<file path="src/shared/sfs_pkg.sv">
package sfs_pkg;

   // register indices on the internal register port
   localparam logic [7:0] SLOT_CFG_ADDR = 8'h11;
   localparam logic [7:0] TRIG_SRC_ADDR = 8'h38;
   localparam logic [7:0] CLK_CTRL_ADDR = 8'h4b;

   // reset values
   localparam logic [15:0] SLOT_CFG_RST = 16'h1000;
   localparam logic [15:0] TRIG_SRC_RST = 16'h0000;
   localparam logic [15:0] CLK_CTRL_RST = 16'h2612;
   localparam logic [15:0] UNMAPPED_RDATA = 16'h0000;

   // field positions
   localparam int SLOT_EN_BIT = 0;
   localparam int FMT_LSB = 2;
   localparam int FMT_MSB = 4;
   localparam int EXT_TRIG_BIT = 14;
   localparam int OSC_BYP_BIT = 8;

   // first-slot fifo format codes
   localparam logic [2:0] FMT_NONE = 3'h0;
   localparam logic [2:0] FMT_ONE16 = 3'h1;
   localparam logic [2:0] FMT_ONE32 = 3'h2;
   localparam logic [2:0] FMT_BG16 = 3'h3;
   localparam logic [2:0] FMT_PAIR = 3'h4;
   localparam logic [2:0] FMT_CH32 = 3'h6;

   localparam logic [2:0] WORDS_NONE = 3'h0;
   localparam logic [2:0] WORDS_ONE = 3'h1;
   localparam logic [2:0] WORDS_TWO = 3'h2;
   localparam logic [2:0] WORDS_FOUR = 3'h4;

   typedef struct packed {
      logic wr;
      logic rd;
      logic [7:0] addr;
      logic [15:0] wdata;
   } sfs_reg_req_s;

   typedef struct packed {
      logic writes;       // a sample of this slot goes into the fifo
      logic reserved;     // code not defined for the current integration mode
      logic [2:0] words;  // words stored per sample
      logic word32;       // each word is 32 bits, else 16
      logic background;   // second word is the background value
      logic per_channel;  // one word per channel instead of a sum
   } sfs_fifo_fmt_s;

   function automatic sfs_fifo_fmt_s sfs_decode_fmt(input logic [2:0] code,
                                                    input logic dig_int);
      sfs_fifo_fmt_s f;
      f = '0;
      case (code)
         FMT_NONE: begin
         end
         FMT_ONE16: begin
            f.words = WORDS_ONE;
         end
         FMT_ONE32: begin
            f.words = WORDS_ONE;
            f.word32 = 1'b1;
         end
         FMT_BG16: begin
            if (dig_int) begin
               f.words = WORDS_TWO;
               f.background = 1'b1;
            end else begin
               f.reserved = 1'b1;
            end
         end
         FMT_PAIR: begin
            if (dig_int) begin
               f.words = WORDS_TWO;
               f.word32 = 1'b1;
               f.background = 1'b1;
            end else begin
               f.words = WORDS_FOUR;
               f.per_channel = 1'b1;
            end
         end
         FMT_CH32: begin
            if (!dig_int) begin
               f.words = WORDS_FOUR;
               f.word32 = 1'b1;
               f.per_channel = 1'b1;
            end else begin
               f.reserved = 1'b1;
            end
         end
         default: begin
            f.reserved = 1'b1;
         end
      endcase
      f.writes = (f.words != WORDS_NONE);
      return f;
   endfunction

endpackage

</file>
<file path="src/hw/sfs_config.sv">
// Behaviour
// - format 0 writes nothing; undefined codes reserved
// - format 1: one 16-bit word
// - format 2: one 32-bit word
// - format 3: 16-bit sample plus background, integration mode only
// - format 4: 32-bit pair or four 16-bit
// - format 6: four 32-bit channels, non-integration
// - slot enable bit 0 activates slot
// - bit 14 picks internal or external trigger
// - bit 8 zero: internal oscillator clock
// - bit 8 one: clock from shared pin
`timescale 1ns/100ps
module sfs_config (
   input wire logic mclk,
   input wire logic rst_n,
   input wire sfs_pkg::sfs_reg_req_s reg_req,
   output logic [15:0] reg_rdata,
   input wire logic dig_int_mode,
   input wire logic internal_tick,
   input wire logic ext_trigger_pin,
   input wire logic osc_tick,
   input wire logic shared_photodiode_output_pin,
   output logic sample_start,
   output logic sample_clk_tick,
   output logic first_slot_enable,
   output logic external_trigger_enable,
   output logic slow_oscillator_bypass,
   output logic fifo_req,
   output sfs_pkg::sfs_fifo_fmt_s fifo_fmt
);
   logic [15:0] slot_cfg_ff;
   logic [15:0] trig_src_ff;
   logic [15:0] clk_ctrl_ff;
   logic [15:0] rdata_ff;
   logic fifo_req_ff;
   sfs_pkg::sfs_fifo_fmt_s fmt_ff;

   logic ext_rise;
   logic pd_rise;

   sfs_sync_edge u_ext_sync (
      .mclk(mclk),
      .rst_n(rst_n),
      .pin_in(ext_trigger_pin),
      .level_o(),
      .rise_o(ext_rise)
   );

   sfs_sync_edge u_pd_sync (
      .mclk(mclk),
      .rst_n(rst_n),
      .pin_in(shared_photodiode_output_pin),
      .level_o(),
      .rise_o(pd_rise)
   );

   // register decode
   wire sel_slot = reg_req.addr == sfs_pkg::SLOT_CFG_ADDR;
   wire sel_trig = reg_req.addr == sfs_pkg::TRIG_SRC_ADDR;
   wire sel_clk = reg_req.addr == sfs_pkg::CLK_CTRL_ADDR;
   wire wr_slot = reg_req.wr & sel_slot;
   wire wr_trig = reg_req.wr & sel_trig;
   wire wr_clk = reg_req.wr & sel_clk;

   // reserved bits are stored as written; the host keeps them at their
   // documented values, so no masking is applied here
   wire [15:0] nxt_slot_cfg = wr_slot ? reg_req.wdata : slot_cfg_ff;
   wire [15:0] nxt_trig_src = wr_trig ? reg_req.wdata : trig_src_ff;
   wire [15:0] nxt_clk_ctrl = wr_clk ? reg_req.wdata : clk_ctrl_ff;
   wire [15:0] rd_mux = sel_slot ? slot_cfg_ff :
                        sel_trig ? trig_src_ff :
                        sel_clk ? clk_ctrl_ff : sfs_pkg::UNMAPPED_RDATA;
   wire [15:0] nxt_rdata = reg_req.rd ? rd_mux : rdata_ff;

   wire [2:0] first_slot_fifo_format = slot_cfg_ff[sfs_pkg::FMT_MSB:sfs_pkg::FMT_LSB];
   wire slot_on = slot_cfg_ff[sfs_pkg::SLOT_EN_BIT];
   wire ext_on = trig_src_ff[sfs_pkg::EXT_TRIG_BIT];
   wire byp_on = clk_ctrl_ff[sfs_pkg::OSC_BYP_BIT];

   // trigger source mux; internal ticks are ignored while external is chosen
   wire start = ext_on ? ext_rise : internal_tick;
   // sample clock source; pin edges are ignored while the oscillator runs
   wire clk_tick = byp_on ? pd_rise : osc_tick;

   // second-slot gating against averaging is the host's job, not checked here
   wire sfs_pkg::sfs_fifo_fmt_s fmt_dec =
      sfs_pkg::sfs_decode_fmt(first_slot_fifo_format, dig_int_mode);
   wire nxt_fifo_req = start & slot_on & fmt_dec.writes;
   wire sfs_pkg::sfs_fifo_fmt_s nxt_fmt = nxt_fifo_req ? fmt_dec : fmt_ff;

   always_ff @(posedge mclk) begin
      if (!rst_n) begin
         slot_cfg_ff <= sfs_pkg::SLOT_CFG_RST;
         trig_src_ff <= sfs_pkg::TRIG_SRC_RST;
         clk_ctrl_ff <= sfs_pkg::CLK_CTRL_RST;
         rdata_ff <= sfs_pkg::UNMAPPED_RDATA;
         fifo_req_ff <= 1'b0;
         fmt_ff <= '0;
      end else begin
         slot_cfg_ff <= nxt_slot_cfg;
         trig_src_ff <= nxt_trig_src;
         clk_ctrl_ff <= nxt_clk_ctrl;
         rdata_ff <= nxt_rdata;
         fifo_req_ff <= nxt_fifo_req;
         fmt_ff <= nxt_fmt;
      end
   end

   assign reg_rdata = rdata_ff;
   assign sample_start = start;
   assign sample_clk_tick = clk_tick;
   assign first_slot_enable = slot_on;
   assign external_trigger_enable = ext_on;
   assign slow_oscillator_bypass = byp_on;
   assign fifo_req = fifo_req_ff;
   assign fifo_fmt = fmt_ff;
endmodule

</file>
<file path="src/hw/sfs_sync_edge.sv">
`timescale 1ns/100ps
module sfs_sync_edge (
   input wire logic mclk,
   input wire logic rst_n,
   input wire logic pin_in,
   output logic level_o,
   output logic rise_o
);
   logic meta_ff;
   logic sync_ff;
   logic last_ff;
   logic rise_ff;
   wire nxt_rise = sync_ff & ~last_ff;

   // meta_ff feeds sync_ff only
   always_ff @(posedge mclk) begin
      if (!rst_n) begin
         meta_ff <= 1'b0;
         sync_ff <= 1'b0;
         last_ff <= 1'b0;
         rise_ff <= 1'b0;
      end else begin
         meta_ff <= pin_in;
         sync_ff <= meta_ff;
         last_ff <= sync_ff;
         rise_ff <= nxt_rise;
      end
   end

   assign level_o = sync_ff;
   assign rise_o = rise_ff;
endmodule

</file>
<file path="config.mk">
export PLATFORM = sky130hd
export DESIGN_NAME = sfs_config
export DESIGN_NICKNAME = d
export VERILOG_FILES = /design/src/shared/sfs_pkg.sv /design/src/hw/sfs_config.sv /design/src/hw/sfs_sync_edge.sv
export SDC_FILE = /design/constraint.sdc
export NUM_CORES = 1
export LEC_CHECK = 0
export ABC_AREA = 1
export BUFFER_PORTS_ARGS = -buffer_cell sky130_fd_sc_hd__buf_2
export CORE_MARGIN = 10
export CORE_UTILIZATION = 52
export DETAILED_ROUTE_END_ITERATION = 8
export PLACE_DENSITY = 0.76
export SLEW_MARGIN = 25
export SYNTH_ARGS = -nofsm -noshare
export SYNTH_HDL_FRONTEND = slang
export SYNTH_HIERARCHICAL = 1
export SYNTH_SLANG_ARGS = --single-unit
</file>
<file path="constraint.sdc">
create_clock -name mclk -period 2.1 [get_ports mclk]
set_input_delay 0.21 -clock mclk [delete_from_list [all_inputs] [get_ports mclk]]
set_output_delay 0.21 -clock mclk [all_outputs]
set_load 0.02 [all_outputs]
</file>
# Yosys cells after proc, flatten, opt, wreduce, memory -nomap -nowiden
# Index checks and enable logic that the tools add are counted.
# word_totals
inputBits,33
mem_bits_ro,0
latch_bits,0
word_cells,57
n_memories,0
reg_bits,81
mem_bits_rw,0
output_inout_bits,30
# classes
n_mux,16
magnitude_cmp,0
reduce_logical,5
addsub,0
shifts,0
div,0
n_bitwise,9
n_eq_ne,8
n_mul,0
# op_table
cell,n
16-bit 2-to-1 mux,3
3-bit case mux with 4 select lines,1
"8-bit by 5-bit == test with 1-bit output, second input constant",1
"8-bit by 6-bit == test with 1-bit output, second input constant",1
"8-bit by 7-bit == test with 1-bit output, second input constant",1
1-bit AND,7
"3-bit by 2-bit == test with 1-bit output, second input constant",2
"3-bit == test, second input constant",2
1-bit case mux with 3 select lines,2
1-bit 2-to-1 mux,5
2-bit 2-to-1 mux,2
4-bit 2-to-1 mux,1
2-bit OR reduction,2
4-bit OR reduction,1
"3-bit by 1-bit == test with 1-bit output, second input constant",1
3-bit zero test,1
3-bit 2-to-1 mux,1
3-bit nonzero test,1
1-bit NOT,2
1-bit case mux with 2 select lines,1

# Longest topological paths before layout
# Gate-level depths: netlist (run 1).
# depth
word_depth,5
ltp_mapped,8
depth_no_buf,8

# Hierarchy
# The synthesis (run 1) kept the hierarchy.
# by_module_without_submodules
module,instances,area_each_um2,seq_area_each_um2,cells_each
sfs_config,1,3111.7,1461.4,434
sfs_sync_edge,2,108.9,80.1,11

# Least setup slack after synthesis (run 1)
# Ideal clock, no wire load.
# synth_timing
kind,register to register
from,register trig_src_ff[14]
to,"register fmt_ff, in the netlist fifo_fmt[0]"
path_buffers,0
setup_ns,0.132
t_arrival_ns,1.338
path_slack_ns,0.630
path_stages_with_launch,6
period_less_slack_ns,1.470
cell_sequence,dfxtp_1 -> nand2_1 -> a21boi_0 -> nand2_1 -> nand2_1 -> a21oi_1
# synth_via
elab_chain_cells,3
# synth_rtl
item,line,source
from (decl),sfs_config.sv:32,logic [15:0] trig_src_ff;
from (signal assigned),sfs_config.sv:94,trig_src_ff <= sfs_pkg::TRIG_SRC_RST;
from (signal assigned),sfs_config.sv:101,trig_src_ff <= nxt_trig_src;
1-bit 2-to-1 mux,sfs_config.sv:81,wire start = ext_on ? ext_rise : internal_tick;
1-bit AND (2 in series),sfs_config.sv:88,wire nxt_fifo_req = start & slot_on & fmt_dec.writes;
to (signal assigned),sfs_config.sv:105,fmt_ff <= nxt_fmt;
to (decl),sfs_config.sv:36,sfs_pkg::sfs_fifo_fmt_s fmt_ff;
# Every way passes these cells.
# A chain may end at the register's enable or synchronous reset.

# Worst setup path in the final report (run 1)
# layout_timing
from,register trig_src_ff[14]
to,"register fmt_ff, in the netlist fifo_fmt[4]"
# The elaborated chain is that of the path after synthesis.

==> results.yml, run 1 <==
critical_path:
  start_kind: "register"
  worst_r2r_path_depth: 5
  arrival_ns: 1.81
  required_ns: 2.33
  timing.reg2reg.setup_slack_ns: 0.53
  rr_endpoint: "fifo_fmt[4]"
  rr_startpoint: "trig_src_ff[14]"
  worst-path-max-fanout: 8
  endpoint_kind: "register"
  worstSetupPathType: "reg2reg"
yosys:
  synth_ff_type: "dfxtp_1"
  synth_area_leader_cell: "dfxtp_1"
  synth_cells: 456
  synth_top_area_share_pct: 48.7
  synth_common_cells: "nand2_1, dfxtp_1, nor2_1, nand3_1, a21oi_1"
  async_reset_ff_share_pct: 0
  synth_nets: 489
  avgSynthCellArea_sq_um: 7.30
  syn_area_sq_um: 3330
  synth-edff-count: 0
  ys_seq_area_share_pct: 48.7
  yosys-top-cells-area: "dfxtp_1, nand2_1, nand3_1"
  ys_seq_elements: 81
  ys.warnings.count: 6
  synth.most_common_cell: "nand2_1"
  yosysUniqueCellTypes: 27
power:
  power_leakage_nw: 1.76
  fin_total_pwr_mw: 2.89
  powerDensity_nw_per_um2: 743
  vdd_ir_drop_max_mv: 0.450
route:
  wirelength_microns: 8830
  ant_nets: 0
  via_per_inst: 5.28
  dr.pass1.iters: 5
  dr_wl_met3_microns: 862
  wl_met2_microns: 3910
  drc: 0
  vias: 3153
  drt-met1-wl_microns: 3920
  drtIter0Drc: 291
  routedWlPerCell_microns: 14.8
  top_layer: "met4"
clock_network:
  tritoncts: "built"
  htree_levels: 3
  cts-root-buf: "clkbuf_8"
  post_cts_buffers: 0
  ctsLongestPathBuffers: 2
  cts_resized: 0
  cts_sinks: 81
  clk_latency_ns: 0.36
  numCtsBuffers: 9
  hold_buffers: 0
  path_clk_slew_ns: 0.08
floorplan:
  die_w_microns: 100
  rows: 29
  die-height_microns: 100
  design.die.area_sq_um: 10000
  ios: 63
  start_util_pct: 53.0
  core_area_sq_um: 6280
timing:
  worst_pin_slew_ns: 0.594
  slew_headroom_pct: 60.1
  final_max_slew_viol_count: 0
  setup_tns_ns: 0
  setup-violations-final: 0
  hold_violations: 0
  skew_ns: 0.00956
  post-route-min-period_ns: 1.57
  fmax_mhz: 635
  holdWs_ns: 0.0383
  finalWorstSetupSlack_ns: 0.526
  period_share_pct: 74.9
  rsz0062_at_grt: "false"
global_routing:
  track_usage_pct: 17.7
  grt_max_degree: 35
  antenna_found_initial: 0
  overflow: 0
  grt_pass1_wl_microns: 14700
  grt_pass1_vias: 2988
placed_design:
  dp_slack_ns: 0.498
  dpl.hpwl_microns: 5850
  dp_cells: 581
  io_buffer_count: 62
  place_area_sq_um: 3690
  gp_congestion: 0.827
finish:
  final_util_pct: 61.9
  multi_input_area_sq_um: 1530
  area_growth_pct: 16.7
  fin_area_sq_um: 3880
  layout.cells.non_filler: 597
  fill_cells: 569
  nets: 548
  drive_gt1_share_pct: 19.8
  regArea_sq_um: 1620
  diodes: 0
run:
  drv_cap: 0
run_status:
  status: "complete, no violations"
hold_path:
  worstHoldStart: "ext_trigger_pin"
  holdPathStages: 3
  hold_path_end: "u_ext_sync/meta_ff"
  hold_class: "in2reg"
per-layer routing:
| metal | global-route usage (%) | vias to the layer above |
|---|---|---|
| li1 | - | 1597 |
| met1 | 21.7 | 1408 |
| met2 | 28.3 | 131 |
| met3 | 6.52 | 17 |
| met4 | 5.33 | 0 |
| met5 | 0 | - |
flip-flops by register name, summed over array words and instances (netlist names):
name and count:
clk_ctrl_ff 16, reg_rdata 16, slot_cfg_ff 16, trig_src_ff 16, fifo_fmt 8, fifo_req 1
u_ext_sync/last_ff 1, u_ext_sync/level_o 1, u_ext_sync/meta_ff 1, u_ext_sync/rise_o 1, u_pd_sync/last_ff 1, u_pd_sync/level_o 1
u_pd_sync/meta_ff 1, u_pd_sync/rise_o 1
report_power, final:
| part | internal [mW] | switching (mW) |
|---|---|---|
| Sequential | 1.56 | 0.00778 |
| Clock | 0.546 | 0.572 |
| Combinational | 0.0630 | 0.141 |
logic make-up (layout without fill, tap and decap cells):
logic type	count (synthesis)	in the layout	share of synthesized area, %
and+or+nand+nor	265	265	35.3
AOI/OAI and AO/OA	69	69	10.4
muxes	1	1	0.338
buffers and inverters	40	104	5.26
DFF	81	81	48.7
area by class of cell:
| type | count | share of cell area [%] |
|---|---|---|
| clock buffer | 9 | 3.19 |
| clock inverter | 7 | 1.84 |
| inverter | 18 | 1.77 |
| multi-input combinational | 335 | 39.5 |
| sequential | 81 | 41.7 |
| tap | 77 | 2.48 |
| timing repair buffer | 70 | 9.53 |
cell usage in the layout (no fill, tap or decap), drive strengths merged:
master,synthesis,routed
dfxtp,81,81
buf,8,70
nor2,74,74
a21oi,33,33
nand4,1,1
nand2,125,125
clkinvlp,0,3
nor3,5,5
a21boi,1,1
o21ai,35,35
nand3b,1,1
clkinv,2,5
nand3,59,59
mux2,1,1
clkbuf,14,9
inv,16,16
bufinv,0,1
worst max-delay path by stage:
| stage | end | slack [ns] | from |
|---|---|---|---|
| after floorplan | fifo_fmt[0] | 0.63 | trig_src_ff[14] |
| after global placement | clk_ctrl_ff[11] | 0.52 | reg_req[18] |
| after detailed placement | clk_ctrl_ff[11] | 0.50 | reg_req[18] |
| after CTS | fifo_fmt[5] | 0.53 | trig_src_ff[14] |
| after global routing | fifo_fmt[4] | 0.29 | trig_src_ff[14] |
| final | fifo_fmt[4] | 0.53 | trig_src_ff[14] |
critical path, cell delays in order, from the launching register on:
cell	delay (ns)
dfxtp_1	0.39
nand2_1	0.08
a21boi_0	0.50
nand2_1	0.30
nand2_1	0.12
a21oi_1	0.07
(Power assumes the default switching activity.)
==> inputs of run 2 (changes only) <==
--- a/config.mk
+++ b/config.mk
@@ -5,7 +5,7 @@
 export SDC_FILE = /design/constraint.sdc
 export NUM_CORES = 1
 export LEC_CHECK = 0
-export ABC_AREA = 1
+export ABC_AREA = 0
 export BUFFER_PORTS_ARGS = -buffer_cell sky130_fd_sc_hd__buf_2
 export CORE_MARGIN = 10
 export CORE_UTILIZATION = 52
==> constraint.sdc (replaced) <==
create_clock -name mclk -period 1.5 [get_ports mclk]
set_input_delay 0.15 -clock mclk [delete_from_list [all_inputs] [get_ports mclk]]
set_output_delay 0.15 -clock mclk [all_outputs]
set_load 0.02 [all_outputs]
==> results.yml, run 2 <==
power:
  combPwrFrac_pct: 6.7
  switching_share_pct: 23.6
  fin_total_pwr_mw: 3.99
  power_report.internal_total_mw: 3.05
  clock_power_share_pct: 38.5
  power_leakage_nw: 1.48
  vdd_ir_drop_max_mv: 0.558
  seqPwrFrac_pct: 54.8
  powerDensity_nw_per_um2: 1020
  netSwitchingPower_mw: 0.943
timing:
  setup-violations-final: 0
  fmax_mhz: 714
  slew_headroom_pct: 64.9
  hold_violations: 0
  skew_ns: 0.0117
  period_share_pct: 93.3
  finalWorstSetupSlack_ns: 0.100
  worst_pin_slew_ns: 0.526
  final_max_slew_viol_count: 0
  rsz0062_at_grt: "false"
  setup_tns_ns: 0
  post-route-min-period_ns: 1.40
yosys:
  synth-edff-count: 0
  async_reset_ff_share_pct: 0
  syn_area_sq_um: 3190
  yosysUniqueCellTypes: 42
  synth.most_common_cell: "dfxtp_1"
  ys_seq_elements: 81
  ys.warnings.count: 6
  avgSynthCellArea_sq_um: 8.81
  synth_area_leader_cell: "dfxtp_1"
  synth_cells: 362
  synth_ff_type: "dfxtp_1"
  ys_seq_area_share_pct: 50.9
  synth_top_area_share_pct: 50.9
  yosys-top-cells-area: "dfxtp_1, nand2_1, mux2i_1"
  synth_nets: 395
  synth_common_cells: "dfxtp_1, nand2_1, a21oi_1, nand3_1"
floorplan:
  core_area_sq_um: 5920
  start_util_pct: 53.8
  die-height_microns: 98.3
  rows: 28
  design.die.area_sq_um: 9660
  ios: 63
  die_w_microns: 98.3
global_routing:
  antenna_found_initial: 0
  grt_max_degree: 43
  track_usage_pct: 16.8
  overflow: 0
  grt_pass1_wl_microns: 13600
  grt_pass1_vias: 2871
route:
  vias: 2892
  dr.pass1.iters: 6
  via_per_inst: 5.66
  routedWlPerCell_microns: 16.2
  ant_nets: 0
  drc: 0
  drtIter0Drc: 179
  wirelength_microns: 8260
clock_network:
  numCtsBuffers: 9
  hold_buffers: 0
  post_cts_buffers: 0
  path_clk_slew_ns: 0.08
  htree_levels: 3
  clk_latency_ns: 0.35
  ctsLongestPathBuffers: 2
  tritoncts: "built"
  cts_sinks: 81
  cts-root-buf: "clkbuf_8"
  cts_resized: 0
finish:
  drive_gt1_share_pct: 27.8
  area_growth_pct: 23.1
  diodes: 0
  final_common_cell: "dfxtp_1"
  nets: 464
  final_cell_mix: "dfxtp_1, nand2_1, buf_2, a21oi_1, nand3_1"
critical_path:
  critPathBufInv: 0
  slowest_delay_ns: 0.37
  start_kind: "register"
  crit_chain: "mux2_2 -> and2_1 -> and4_1 -> o21a_1"
  worst-path-max-fanout: 4
  required_ns: 1.75
  endpoint_kind: "register"
  critPathTopFamily: "simple AND/OR/NAND/NOR gates"
  worstSetupPathType: "reg2reg"
  arrival_ns: 1.65
  slowest_stage: "dfxtp_4"
placed_design:
  io_buffer_count: 62
  dp_slack_ns: -0.222
  gp_congestion: 0.842
  dpl.hpwl_microns: 5660
run:
  drv_cap: 0
hold_path:
  hold_class: "in2reg"
run_status:
  status: "complete, no violations"
-- run 2: cell count changes after synthesis, moves of 6 or more --
cell      before  now
o21ai_1       10    0
o21ai_0       25   18
a31oi_1        0   17
nand3_1       56   23
inv_1         13    1
and2_2         0    6
nand2_1      124   69
nor2_1        70   20
a22oi_1        0   16
mux2i_1        0   16
clkbuf_1      14   20
-- run 2: metal layers --
metal / track usage, % / up-vias / share of wire [%]
met4: 6.17 / 0 / 1.3
met3: 3.88 / 12 / 5.5
li1: - / 1413 / -
met2: 29.0 / 82 / 51
met5: 0 / - / 0
met1: 19.8 / 1385 / 43
-- run 2: power groups by stage --
| stage | sequential, mW | clock [mW] | combinational (mW) |
|---|---|---|---|
| finish | 2.19 | 1.54 | 0.266 |
| CTS | 2.19 | 1.54 | 0.265 |
| floorplan | 2.27 | 0 | 0.0962 |
| global route | 2.19 | 1.62 | 0.291 |
| detailed placement | 2.24 | 0 | 0.265 |
| global placement | 2.24 | 0 | 0.259 |
-- run 2: per-stage QoR --
stage	instance area [sq um]	util, %	hold slack [ns]	cells
after global routing	3920	66.3	0.0126	511
final	3920	66.3	0.0160	511
after detailed placement	3720	62.9	0.378	495
after global placement	3720	62.9	0.370	495
after CTS	3910	66.0	0.0130	511
after floorplan	3220	-	0.278	362
-- run 2: cell type report --
class	count	area, sq um
Fill cell	494	2000
Multi-Input combinational cell	252	1480
Tap cell	75	93.8
Clock buffer	11	131
Inverter	2	7.51
Timing Repair Buffer	85	533
Clock inverter	5	56.3
Sequential cell	81	1630
-- run 2: kinds of logic after synthesis --
logic type / after synthesis / synth area share [%]
multiplexers: 18 / 5.73
AO/OA/AOI/OAI: 88 / 16.5
AND/OR/NAND/NOR: 146 / 23.0
buffers and inverters: 29 / 3.96
flip-flops: 81 / 50.9
-- run 2: final timing paths --
kind	depth (start not counted)	slack [ns]	from	end
min reg2reg	1	0.45	u_ext_sync/meta_ff	u_ext_sync/level_o
min	2	0.02	ext_trigger_pin	u_ext_sync/meta_ff
max	4	0.10	trig_src_ff[14]	fifo_fmt[7]
max reg2reg	4	0.10	trig_src_ff[14]	fifo_fmt[7]
